==> src/psc_pkg.sv <==
package psc_pkg;
    // Clock and timing
    localparam int CLK_MHZ = 40;
    localparam int LOCKOUT_DELAY_NS = 10000;
    localparam int LOCKOUT_CYC = (LOCKOUT_DELAY_NS * CLK_MHZ + 999) / 1000;
    localparam int WARM_US = 100;
    localparam int WARM_CYC = WARM_US * CLK_MHZ;
    localparam int SOFT_RST_US = 300;
    localparam int CNT_W = 14;
    localparam logic [CNT_W-1:0] LOCK_LAST = (CNT_W)'(LOCKOUT_CYC - 1);
    localparam logic [CNT_W-1:0] WARM_LOAD = (CNT_W)'(WARM_CYC);

    // Comparator qualifier lanes
    localparam int Q_W = 2;
    localparam int Q_LOW = 0;
    localparam int Q_POR = 1;

    // Host codes and address range
    localparam logic [7:0] RESET_CODE = 8'ha5;
    localparam logic [5:0] ADDR_MIN = 6'h01;
    localparam logic [5:0] ADDR_MAX = 6'h3e;

    // Flag layouts
    localparam int FLAG_W = 4;
    localparam int FLT_POR = 0;
    localparam int FLT_CUV = 1;
    localparam int FLT_COV = 2;
    localparam int ALR_SLEEP = 0;
    localparam int ALR_TSD = 1;
    localparam int ALR_OT = 2;
    localparam logic [FLAG_W-1:0] FORCE_M = 4'h8;
    localparam logic [FLAG_W-1:0] FLT_EVT_M = 4'h6;
    localparam logic [FLAG_W-1:0] ALR_EVT_M = 4'h4;

    // Pin and power control fields
    localparam int CTL_W = 5;
    localparam int CTL_SLEEP = 0;
    localparam int CTL_GPIO = 1;
    localparam int CTL_AUX = 2;
    localparam int CTL_TS1 = 3;
    localparam int CTL_TS2 = 4;
    localparam int BAL_W = 6;

    typedef enum logic [2:0] {
        ST_RESET = 3'h0,
        ST_WARM = 3'h1,
        ST_RUN = 3'h3,
        ST_DRAIN = 3'h7,
        ST_SLEEP = 3'h5
    } psc_state_t;
endpackage

==> src/psc_cmp_if.sv <==
interface psc_cmp_if;
    logic [psc_pkg::Q_W-1:0] raw;
    logic [psc_pkg::Q_W-1:0] qual;
    modport qual_side (input raw, output qual);
    modport user_side (output raw, input qual);
endinterface

==> src/psc_core.sv <==
// Overview of operation
// RL1 - Lockout stops conversion, balancing, fault detection; logic and communication keep running.
// RL2 - Lockout entry keeps registers, zeroes balance control and sets the lockout flag.
// RL3 - Qualified power-on reset disables everything including host and vertical communication.
// RL4 - Supply above hysteresis for the delay releases reset with default registers.
// RL5 - Reset release sets the power-on-reset fault flag, held until host clears.
// RL6 - After reset the address is invalid and the assigned address reads zero.
// RL7 - Reset code written to reset register acts as a shortened power-on reset.
// RL8 - Reset command is honoured whatever address the device holds, even none.
// RL9 - Thermal shutdown turns off external 5 V regulator and the converter.
// RL10 - During thermal shutdown hold its flag, sleep request and sleep alert set.
// RL11 - Thermal shutdown disables the protection comparators.
// RL12 - Pin follows its drive bit; host sets bit then reads sense bit.
// RL13 - Auxiliary supply output follows its enable bit; code also gates it with reg5vEnable, off in reset, sleep and thermal shutdown.
// RL14 - Sleep entered when request bit set, left when cleared.
// RL15 - Sleep entry lets a running conversion finish, then pulses conversion done.
// RL16 - Sleep entry sets sleep alert and blocks all other fault and alert sources; thermal trip still sets its alert while asleep.
// RL17 - Host clears sleep alert by writing one then zero to save current.
// RL18 - Asleep: regulator off, converter off, protection comparators off.
// RL19 - Thermistor bias bits untouched by sleep; registers stay accessible while asleep.
// RL20 - Sleep exit restores regulator, comparators, converter after cold-start warm-up.
// RL21 - Sleep exit restores pre-sleep flags so pending fault or alert reasserts.
// RL22 - Flags clear by writing one; force bits take the written value.
// RL23 - Lockout and reset comparators are qualified by a continuous cycle count.
module psc_core #(
    parameter int SOFT_RST_CYC = psc_pkg::SOFT_RST_US * psc_pkg::CLK_MHZ
) (
    input wire logic core_clk,
    input wire logic resetn,
    input wire logic supplyLowCmp,
    input wire logic supplyPorCmp,
    input wire logic thermalTrip,
    input wire logic conversionBusy,
    input wire logic [psc_pkg::FLAG_W-1:0] faultEvt,
    input wire logic [psc_pkg::FLAG_W-1:0] alertEvt,
    input wire logic gpioIn,
    input wire logic ctrlWr,
    input wire logic [psc_pkg::CTL_W-1:0] ctrlData,
    input wire logic balanceWr,
    input wire logic [psc_pkg::BAL_W-1:0] balanceData,
    input wire logic faultWr,
    input wire logic [psc_pkg::FLAG_W-1:0] faultData,
    input wire logic alertWr,
    input wire logic [psc_pkg::FLAG_W-1:0] alertData,
    input wire logic addrWr,
    input wire logic [5:0] addrData,
    input wire logic resetWr,
    input wire logic [7:0] resetData,
    input wire logic statusClrWr,
    output logic commEnable,
    output logic adcEnable,
    output logic adcReady,
    output logic protectEnable,
    output logic reg5vEnable,
    output logic auxEnable,
    output logic [psc_pkg::BAL_W-1:0] balanceOut,
    output logic gpioOut,
    output logic gpioOe,
    output logic gpioSense,
    output logic [1:0] thermBias,
    output logic sleepReq,
    output logic sleepActive,
    output logic convDone,
    output logic [psc_pkg::FLAG_W-1:0] faultFlags,
    output logic [psc_pkg::FLAG_W-1:0] alertFlags,
    output logic faultPin,
    output logic alertPin,
    output logic lockoutFlag,
    output logic tsdFlag,
    output logic addressValid,
    output logic [5:0] address
);
    localparam logic [psc_pkg::CNT_W-1:0] SOFT_LOAD = (psc_pkg::CNT_W)'(SOFT_RST_CYC);

    typedef struct packed {
        psc_pkg::psc_state_t st;
        logic [psc_pkg::CNT_W-1:0] cnt;
        logic [psc_pkg::CTL_W-1:0] ctl;
        logic [psc_pkg::BAL_W-1:0] bal;
        logic [psc_pkg::FLAG_W-1:0] flt;
        logic [psc_pkg::FLAG_W-1:0] alr;
        logic [psc_pkg::FLAG_W-1:0] fltSave;
        logic [psc_pkg::FLAG_W-1:0] alrSave;
        logic lock;
        logic thermal_shutdown_flag;
        logic addrOk;
        logic [5:0] addr;
        logic done;
        logic sense;
    } psc_core_t;

    localparam psc_core_t CORE_RST = '0; // see RL6

    psc_core_t s_q;
    psc_core_t s_d;
    logic lowQ;
    logic porQ;
    logic awake;
    logic asleep;
    logic healthy;
    logic evOk;
    logic enterSlp;
    logic softHit;

    // Supply comparators pass through the delay qualifier
    psc_cmp_if cmp ();
    assign cmp.raw[psc_pkg::Q_LOW] = supplyLowCmp;
    assign cmp.raw[psc_pkg::Q_POR] = supplyPorCmp;
    assign lowQ = cmp.qual[psc_pkg::Q_LOW];
    assign porQ = cmp.qual[psc_pkg::Q_POR];

    psc_qual u_qual (
        .core_clk(core_clk),
        .resetn(resetn),
        .q(cmp)
    );

    // State decodes
    assign awake = (s_q.st == psc_pkg::ST_RUN) || (s_q.st == psc_pkg::ST_WARM);
    assign asleep = (s_q.st == psc_pkg::ST_DRAIN) || (s_q.st == psc_pkg::ST_SLEEP);
    assign healthy = !lowQ && !s_q.thermal_shutdown_flag;
    assign evOk = awake && healthy; // see RL1
    assign softHit = resetWr && (resetData == psc_pkg::RESET_CODE) && commEnable; // see RL8

    // Sequencer, host writes, then hardware sets so a set beats a clear
    always_comb begin
        s_d = s_q;
        enterSlp = 1'b0;
        s_d.done = 1'b0;
        s_d.sense = gpioIn;
        s_d.thermal_shutdown_flag = thermalTrip;
        case (s_q.st)
            psc_pkg::ST_RESET: begin
                if (s_q.cnt != '0) begin
                    s_d.cnt = s_q.cnt - 1'b1;
                end else begin
                    s_d.st = psc_pkg::ST_WARM; // see RL4
                    s_d.cnt = psc_pkg::WARM_LOAD;
                    s_d.flt[psc_pkg::FLT_POR] = 1'b1; // see RL5
                end
            end
            psc_pkg::ST_RUN, psc_pkg::ST_WARM: begin
                if (s_q.ctl[psc_pkg::CTL_SLEEP]) begin
                    enterSlp = 1'b1; // see RL14
                    s_d.fltSave = s_q.flt;
                    s_d.alrSave = s_q.alr;
                    // Only a running conversion needs draining
                    if (conversionBusy && s_q.st == psc_pkg::ST_RUN) begin
                        s_d.st = psc_pkg::ST_DRAIN; // see RL15
                    end else begin
                        s_d.st = psc_pkg::ST_SLEEP;
                    end
                end else if (s_q.st == psc_pkg::ST_WARM) begin
                    if (s_q.cnt == '0) begin
                        s_d.st = psc_pkg::ST_RUN; // see RL20
                    end else begin
                        s_d.cnt = s_q.cnt - 1'b1;
                    end
                end
            end
            psc_pkg::ST_DRAIN: begin
                if (!conversionBusy) begin
                    s_d.st = psc_pkg::ST_SLEEP;
                    s_d.done = 1'b1; // see RL15
                end
            end
            psc_pkg::ST_SLEEP: begin
                if (!s_q.ctl[psc_pkg::CTL_SLEEP]) begin
                    s_d.st = psc_pkg::ST_WARM; // see RL14
                    s_d.cnt = psc_pkg::WARM_LOAD; // see RL20
                    s_d.flt = s_q.fltSave; // see RL21
                    s_d.alr = s_q.alrSave; // see RL21
                end
            end
            default: begin
                s_d = CORE_RST;
            end
        endcase
        // Registers stay writable in every state but reset
        if (commEnable) begin
            if (ctrlWr) begin
                s_d.ctl = ctrlData; // see RL19
            end
            if (balanceWr) begin
                s_d.bal = balanceData;
            end
            if (addrWr) begin
                s_d.addr = addrData;
                s_d.addrOk = (addrData >= psc_pkg::ADDR_MIN) && (addrData <= psc_pkg::ADDR_MAX);
            end
            if (statusClrWr) begin
                s_d.lock = 1'b0;
            end
            if (faultWr) begin
                s_d.flt = (s_d.flt & ~(faultData | psc_pkg::FORCE_M))
                    | (faultData & psc_pkg::FORCE_M); // see RL22
            end
            if (alertWr) begin
                s_d.alr = (s_d.alr & ~(alertData | psc_pkg::FORCE_M))
                    | (alertData & psc_pkg::FORCE_M); // see RL22
            end
        end
        // Detection is gated off in sleep, lockout and thermal shutdown
        if (evOk) begin
            s_d.flt = s_d.flt | (faultEvt & psc_pkg::FLT_EVT_M); // see RL16
            s_d.alr = s_d.alr | (alertEvt & psc_pkg::ALR_EVT_M);
        end
        if (enterSlp) begin
            s_d.alr[psc_pkg::ALR_SLEEP] = 1'b1; // see RL16
        end
        if (lowQ) begin
            s_d.bal = '0; // see RL2
            s_d.lock = 1'b1; // see RL2
        end
        // Re-asserted every cycle, so the host cannot wake it while hot
        if (thermalTrip && commEnable) begin
            s_d.ctl[psc_pkg::CTL_SLEEP] = 1'b1; // see RL10
            s_d.alr[psc_pkg::ALR_SLEEP] = 1'b1; // see RL10
            s_d.alr[psc_pkg::ALR_TSD] = 1'b1;
        end
        // Soft reset reuses the power-on path with a shorter hold
        if (softHit) begin
            s_d = CORE_RST; // see RL7
            s_d.cnt = SOFT_LOAD;
        end
        if (porQ) begin
            s_d = CORE_RST; // see RL3
        end
    end

    always_ff @(posedge core_clk) begin
        if (!resetn) begin
            s_q <= CORE_RST;
        end else begin
            s_q <= s_d;
        end
    end

    // Power and enable outputs
    assign commEnable = s_q.st != psc_pkg::ST_RESET; // see RL3
    assign adcEnable = (awake || s_q.st == psc_pkg::ST_DRAIN) && healthy; // see RL9
    assign adcReady = (s_q.st == psc_pkg::ST_RUN) && healthy;
    assign protectEnable = awake && healthy; // see RL11
    assign reg5vEnable = commEnable && !asleep && !s_q.thermal_shutdown_flag; // see RL18
    assign auxEnable = reg5vEnable && s_q.ctl[psc_pkg::CTL_AUX]; // see RL13
    assign balanceOut = s_q.bal & {psc_pkg::BAL_W{commEnable && !lowQ}}; // see RL1

    // Open-drain pin: a one releases it so the pullup can be sensed
    assign gpioOut = 1'b0;
    assign gpioOe = !s_q.ctl[psc_pkg::CTL_GPIO]; // see RL12
    assign gpioSense = s_q.sense;
    assign thermBias = {s_q.ctl[psc_pkg::CTL_TS2], s_q.ctl[psc_pkg::CTL_TS1]};

    // Status outputs; in sleep only the sleep alert reaches the pins
    assign sleepReq = s_q.ctl[psc_pkg::CTL_SLEEP];
    assign sleepActive = asleep;
    assign convDone = s_q.done;
    assign faultFlags = s_q.flt;
    assign alertFlags = s_q.alr;
    assign faultPin = !asleep && (|s_q.flt); // see RL16
    assign alertPin = asleep ? s_q.alr[psc_pkg::ALR_SLEEP] : (|s_q.alr); // see RL21
    assign lockoutFlag = s_q.lock;
    assign tsdFlag = s_q.thermal_shutdown_flag;
    assign addressValid = s_q.addrOk;
    assign address = s_q.addr;
endmodule

==> src/psc_qual.sv <==
module psc_qual (
    input wire logic core_clk,
    input wire logic resetn,
    psc_cmp_if.qual_side q
);
    typedef struct packed {
        logic [psc_pkg::Q_W-1:0][psc_pkg::CNT_W-1:0] cnt;
        logic [psc_pkg::Q_W-1:0] qual;
    } psc_qual_t;

    psc_qual_t s_q;
    psc_qual_t s_d;
    logic [psc_pkg::CNT_W-1:0] cntNxt [psc_pkg::Q_W];
    logic [psc_pkg::Q_W-1:0] qualNxt;

    // Level flips only after the raw level differs for the whole delay
    for (genvar i = 0; i < psc_pkg::Q_W; i++) begin : g_lane
        logic diff;
        logic full;
        assign diff = q.raw[i] ^ s_q.qual[i];
        assign full = s_q.cnt[i] == psc_pkg::LOCK_LAST;
        assign cntNxt[i] = (diff && !full) ? s_q.cnt[i] + 1'b1 : '0; // see RL23
        assign qualNxt[i] = (diff && full) ? q.raw[i] : s_q.qual[i]; // see RL23

    end

    // Gather lanes into the next state
    always_comb begin
        s_d.qual = qualNxt;
        for (int k = 0; k < psc_pkg::Q_W; k++) begin
            s_d.cnt[k] = cntNxt[k];
        end
    end

    // Glitches shorter than the delay never reach the core
    always_ff @(posedge core_clk) begin
        if (!resetn) begin
            s_q <= '0;
        end else begin
            s_q <= s_d;
        end
    end

    assign q.qual = s_q.qual;
endmodule

==> config.mk <==
export PLATFORM = sky130hd
export DESIGN_NAME = psc_core
export DESIGN_NICKNAME = d
export VERILOG_FILES = /design/src/psc_pkg.sv /design/src/psc_cmp_if.sv /design/src/psc_core.sv /design/src/psc_qual.sv
export SDC_FILE = /design/constraint.sdc
export NUM_CORES = 1
export LEC_CHECK = 0
export BUFFER_PORTS_ARGS = -buffer_cell sky130_fd_sc_hd__buf_2
export CAP_MARGIN = 20
export CORE_MARGIN = 2
export CORE_UTILIZATION = 35
export CTS_BUF_LIST = sky130_fd_sc_hd__clkbuf_8
export DETAILED_ROUTE_END_ITERATION = 8
export GPL_ROUTABILITY_DRIVEN = 0
export GPL_TIMING_DRIVEN = 1
export PLACE_DENSITY = 0.65
export SETUP_SLACK_MARGIN = 0.2
export SLEW_MARGIN = 20
export SYNTH_ARGS = -nofsm -noshare
export SYNTH_HDL_FRONTEND = slang
export SYNTH_SLANG_ARGS = --single-unit
==> constraint.sdc <==
create_clock -name core_clk -period 1.7 [get_ports core_clk]
set_input_delay 0.17 -clock core_clk [delete_from_list [all_inputs] [get_ports core_clk]]
set_output_delay 0.17 -clock core_clk [all_outputs]
set_load 0.005 [all_outputs]
==> results of run 1 <==
## final timing paths
check	to	slack, ps	depth (start not counted)
setup / recovery	s_q[46]	-260	9
hold / removal	s_q[31]	40	3
setup reg to reg	s_q[46]	-260	9
hold reg to reg	u_qual.s_q[2]	440	1
## metal layers
metal	vias to the layer above	track usage	share of wire
li1	2136	-	-
met4	0	0.0862	0.031
met5	-	0	0
met1	2177	0.237	0.41
met3	40	0.0343	0.050
met2	169	0.343	0.51
## flip-flops by register name, summed over array words and instances, names as in the netlist, 2 cells and up
signal / cells
s_q: 33
u_qual.s_q: 28
address: 6
alertFlags: 4
faultFlags: 4
thermBias: 2
u_qual.q.qual: 2
## logic make-up after synthesis
logic type      count (synthesis)
other cells                     1
buf+inv                        48
fa+ha+maj                       4
xor+xnor                       34
mux                             3
flops                          85
compound gates                104
simple gates                  235
## critical path, cell delays in order, from the launching register on
cell and delay [ps]:
dfxtp_4 370, nor4_4 370, nand2_2 150, buf_4 160, buf_6 120, o22ai_2 130, buf_6 160, buf_4 120
o21ai_2 60, o22ai_1 230
## synthesized netlist by cell type (4+ instances only)
cell type	instances
a21oi_1	31
a22oi_1	21
and2_1	8
and3_1	9
buf_2	5
buf_4	17
clkbuf_1	12
dfxtp_1	85
ha_1	4
inv_1	10
nand2_1	47
nand3_1	44
nand4_1	4
nor2_1	77
nor2b_1	6
nor3_1	13
nor4_1	5
o21ai_0	14
o21ai_1	6
o22ai_1	4
or3_1	5
xnor2_1	14
xor2_1	20
## stage by stage
stage,setup TNS (ps),total power [mW],worst slack [ps]
floorplan,-21.5,4.73,-14.3
global placement,-749,5.88,-110
detailed placement,-1930,5.94,-140
CTS,-1140,8.60,-134
global route,-4910,9.72,-306
finish,-2950,9.26,-255
## power by group
group | leakage (nW) | internal [mW] | switching (mW)
Combinational | 1.80 | 2.58 | 2.64
Clock | 0.101 | 0.691 | 0.717
Sequential | 0.696 | 2.31 | 0.318
Total | 2.59 | 5.58 | 3.68
## cells in the final DEF, fill, tap and decap left out, drive strengths merged, types with 3 or more instances in the layout
| master | instances |
|---|---|
| nand4 | 4 |
| o31a | 3 |
| nor2b | 6 |
| a21oi | 32 |
| nor4 | 7 |
| o22ai | 4 |
| buf | 192 |
| or4 | 3 |
| nand2b | 3 |
| o21ai | 20 |
| and2 | 8 |
| mux2i | 3 |
| nor3 | 15 |
| inv | 12 |
| clkbuf | 10 |
| a22oi | 21 |
| dfxtp | 85 |
| a311oi | 3 |
| nor2 | 77 |
| or3 | 5 |
| a31oi | 3 |
| ha | 4 |
| nand3 | 44 |
| nand2 | 48 |
| and3 | 9 |
| xnor2 | 14 |
| xor2 | 20 |
## area by class of cell
type | instances | area (µm²) | share of cell area
clock buffers | 10 | 138 | 0.0212
inverters | 12 | 81.3 | 0.0125
repair buffers | 193 | 1510 | 0.232
clock inverters | 4 | 42.5 | 0.00655
flip-flops and latches | 85 | 1730 | 0.266
well taps | 143 | 179 | 0.0275
multi-input cells | 381 | 2820 | 0.435
## repair_timing
item,CTS,global route
pin swaps,50,20
endpoints found under the setup margin,75,90
cloned,3,0
gates resized for setup,146,58
hold buffers,1,0
buffers inserted,32,17
hold endpoints to repair,1,0
==> impl_metrics.env, run 1 <==
export IMPL_status="finished with violations"
export IMPL_failed_checks="DRC, setup timing"
export IMPL_cts_sinks=85
export IMPL_ys_warn_count=0
export IMPL_fin_util=0.564
export IMPL_final_cells=828
export IMPL_clock_path_buffers=2
export IMPL_slew_viol_final=0
export IMPL_rsz0062_at_grt="true"
export IMPL_synth_compound_area_frac=0.164
export IMPL_syn_to_final_growth_pct=56.6
export IMPL_n_fill_cell=891
export IMPL_syn_inst=514
export IMPL_cp_startpoint="s_q[46]"
export IMPL_grt_overflow_total=0
export IMPL_min_period_ps=1960
export IMPL_ys_ff_latch=85
export IMPL_reg2reg_from="s_q[46]"
export IMPL_ir_drop_mv=0.614
export IMPL_wl_per_cell_um=16.6
export IMPL_fin_worst_skew_ps=13.6
export IMPL_initial_core_util=0.360
export IMPL_timing_final_crit_share=1.15
export IMPL_h_tree_depth=3
export IMPL_placed_area_um2=5040
export IMPL_required_ps=1980
export IMPL_arrival_ps=2230
export IMPL_synth_nets=573
export IMPL_hold_viol=0
export IMPL_die_width_um=113
export IMPL_synth_edff_count=0
export IMPL_synth_cell_types=59
export IMPL_setup_viol=36
export IMPL_end_kind="flop"
export IMPL_cts_root_buf="clkbuf_8"
export IMPL_whs_ps=35.0
export IMPL_worstHoldStart="balanceData[4]"
export IMPL_cts_tree="built"
export IMPL_yosysSeqAreaShare=0.410
export IMPL_synth_top_family_by_area="simple AND/OR/NAND/NOR gates"
export IMPL_drive_above_1_share=0.485
export IMPL_grt_max_degree=17
export IMPL_drc=9
export IMPL_synthXorXnorAreaFrac=0.0718
export IMPL_dp_cells=761
export IMPL_crit_path_start_kind="flop"
export IMPL_fin_nets=741
export IMPL_rows=39
export IMPL_wl_um=13800
export IMPL_synth_top_area_frac=0.410
export IMPL_core_um2=11500
export IMPL_synth_area_leaders="dfxtp_1, nor2_1, nand3_1"
export IMPL_synth_simple_area_share=0.274
export IMPL_powerDensity_nw_per_um2=1420
export IMPL_synthMuxAreaShare=0.00724
export IMPL_io_buffers=87
export IMPL_first_pass_iters=7
export IMPL_max_freq_mhz=511
export IMPL_fin_ws_ps=-255
export IMPL_synth_avg_cell_area_um2=8.07
export IMPL_crit_type="flop to flop"
export IMPL_grt_pass1_wl_um=20300
export IMPL_syn_cell_area_um2=4150
export IMPL_synth_top_flop_cell="dfxtp_1"
export IMPL_grt_pass1_vias=4275
export IMPL_synth_async_reset_ratio=0
export IMPL_worstPathMaxFanout=8
export IMPL_antenna_cells=0
export IMPL_ios=94
export IMPL_die_h_um=113
export IMPL_vias=4522
export IMPL_cts_clk_slew_worst_paths_ps=90
export IMPL_track_usage=0.196
export IMPL_finish_instance_area_um2=6500
export IMPL_synth_fa_ha_area_frac=0.0121
export IMPL_post_dp_hpwl_um=7810
export IMPL_dieArea_um2=12700
export IMPL_cts_made_buffers=9
export IMPL_antenna_found_initial=0
export IMPL_cap_viol_max_count=0
export IMPL_synth_top_area_cell="dfxtp_1"
export IMPL_drt_iter0_drc=518
export IMPL_postRouteAntennaNets=0
export IMPL_routed_via_density=5.46
export IMPL_leakagePower_nw=2.59
export IMPL_clk_latency_ps=370
export IMPL_hold_class="primary input to flop"
No activity file was read; power rests on OpenSTA's default activity.
==> run 2, diff against run 1 <==
Settings changed: PLACE_DENSITY 0.65 to unset.
==> impl_metrics.env, run 2 (synthesized netlist as in run 1, its figures left out) <==
export IMPL_status="finished with violations"
export IMPL_failed_checks="DRC, setup timing"
export IMPL_path_buf_inv=0
export IMPL_slew_viol_final=0
export IMPL_grt_max_degree=23
export IMPL_hold_class="primary input to flop"
export IMPL_end_kind="flop"
export IMPL_routed_via_density=5.39
export IMPL_drive_above_1_share=0.478
export IMPL_final_cells=810
export IMPL_arrival_ps=2150
export IMPL_final_common_cell="buf_2"
export IMPL_pre_cts_slack_ps=-189
export IMPL_cts_sinks=85
export IMPL_crit_family="simple AND/OR/NAND/NOR gates"
export IMPL_r2r_end="s_q[45]"
export IMPL_fin_worst_skew_ps=9.87
export IMPL_dp_cells=759
export IMPL_drt_iter0_drc=415
export IMPL_postRouteAntennaNets=0
export IMPL_cts_clk_slew_worst_paths_ps=80
export IMPL_ios=94
export IMPL_reg2reg_from="s_q[46]"
export IMPL_crit_type="flop to flop"
export IMPL_fin_ws_ps=-168
export IMPL_antenna_found_initial=0
export IMPL_vias=4367
export IMPL_track_usage=0.191
export IMPL_first_pass_iters=7
export IMPL_max_freq_mhz=535
export IMPL_ir_drop_mv=0.546
export IMPL_syn_to_final_growth_pct=52.4
export IMPL_dieArea_um2=12700
export IMPL_crit_slowest_cell="or4_4"
export IMPL_drc=11
export IMPL_initial_core_util=0.360
export IMPL_path_cells="nor4_4 > nand2_2 > or4_4 > a21oi_4 > o22ai_1 > a21oi_1"
export IMPL_post_dp_hpwl_um=8040
export IMPL_whs_ps=44.0
export IMPL_cap_viol_max_count=0
export IMPL_n_fill_cell=1017
export IMPL_required_ps=1980
export IMPL_h_tree_depth=3
export IMPL_antenna_cells=0
export IMPL_hold_path_end="s_q[28]"
export IMPL_setup_viol=16
export IMPL_crit_path_max_incr_delay_ps=510
export IMPL_die_width_um=113
export IMPL_fin_nets=721
export IMPL_min_delay_path_depth=3
export IMPL_hold_viol=0
export IMPL_r2r_setup_slack_ps=-170
export IMPL_cts_tree="built"
export IMPL_grt_overflow_total=0
export IMPL_crit_path_start_kind="flop"
export IMPL_placed_area_um2=5000
export IMPL_power_total_mw=9.29
export IMPL_worstPathMaxFanout=4
export IMPL_grt_pass1_vias=4147
export IMPL_powerDensity_nw_per_um2=1470
export IMPL_layout_common_cells="buf_2, dfxtp_1, buf_4, nor2_1"
export IMPL_cts_made_buffers=9
export IMPL_io_buffers=87
export IMPL_timing_final_crit_share=1.10
export IMPL_wl_um=12800
export IMPL_core_um2=11500
export IMPL_rsz0062_at_grt="true"
export IMPL_grt_pass1_wl_um=20000
export IMPL_die_h_um=113
export IMPL_top_register="s_q"
export IMPL_wl_per_cell_um=15.8
export IMPL_rows=39
export IMPL_finish_instance_area_um2=6330
export IMPL_worstHoldStart="balanceData[1]"
export IMPL_min_period_ps=1870
export IMPL_cts_root_buf="clkbuf_8"
export IMPL_multiInputGateArea_um2=2810
export IMPL_fin_tns_setup_ps=-1770
export IMPL_leakagePower_nw=2.54
export IMPL_clk_latency_ps=360
export IMPL_clock_path_buffers=2
export IMPL_reg2regPathDepth=6
export IMPL_fin_util=0.549
export IMPL_seq_area_um2=1720
export IMPL_largest_reg_flops=33
[run 2: final cells by class]
| cell class | count | area share |
|---|---|---|
| multi-input combinational | 381 | 0.444 |
| clock inverter | 5 | 0.0168 |
| tap | 143 | 0.0283 |
| inverter | 12 | 0.00930 |
| sequential | 85 | 0.272 |
| clock buffer | 11 | 0.0239 |
| timing repair buffer | 173 | 0.205 |
[run 2: worst min-delay path: stages]
cell,delay (ps)
buf_2,90
nand2_1,50
a21oi_1,50
[run 2: worst max path at each step]
stage	start	slack [ps]	depth (start not counted)	to
after floorplan	s_q[46]	-10	6	s_q[45]
after global routing	s_q[46]	-230	7	faultFlags[0]
after detailed placement	s_q[46]	-190	6	s_q[45]
final	s_q[46]	-170	6	s_q[45]
after global placement	s_q[46]	-140	6	s_q[45]
after CTS	s_q[45]	-130	6	s_q[45]
[run 2: where the power goes]
part           switching [mW]  internal (mW)
combinational            2.48           2.41
sequential              0.303           2.30
clock                   0.736           1.06
total                    3.52           5.77
[run 2: repair_timing]
item | in CTS | in global routing
endpoints found under the hold margin | 1 | 0
buffers inserted | 20 | 9
resized for setup | 130 | 57
hold buffers | 1 | 0
pin swaps | 49 | 24
setup endpoints to repair | 75 | 92
cloned | 4 | 1
[run 2: per-layer routing]
layer,part of all wire,routed length [µm],global-route usage,vias up
met5,0,0,0,-
met4,0.021,271,0.0699,0
met3,0.071,912,0.0439,28
met2,0.48,6160,0.309,174
met1,0.43,5440,0.251,2070
li1,-,-,-,2095
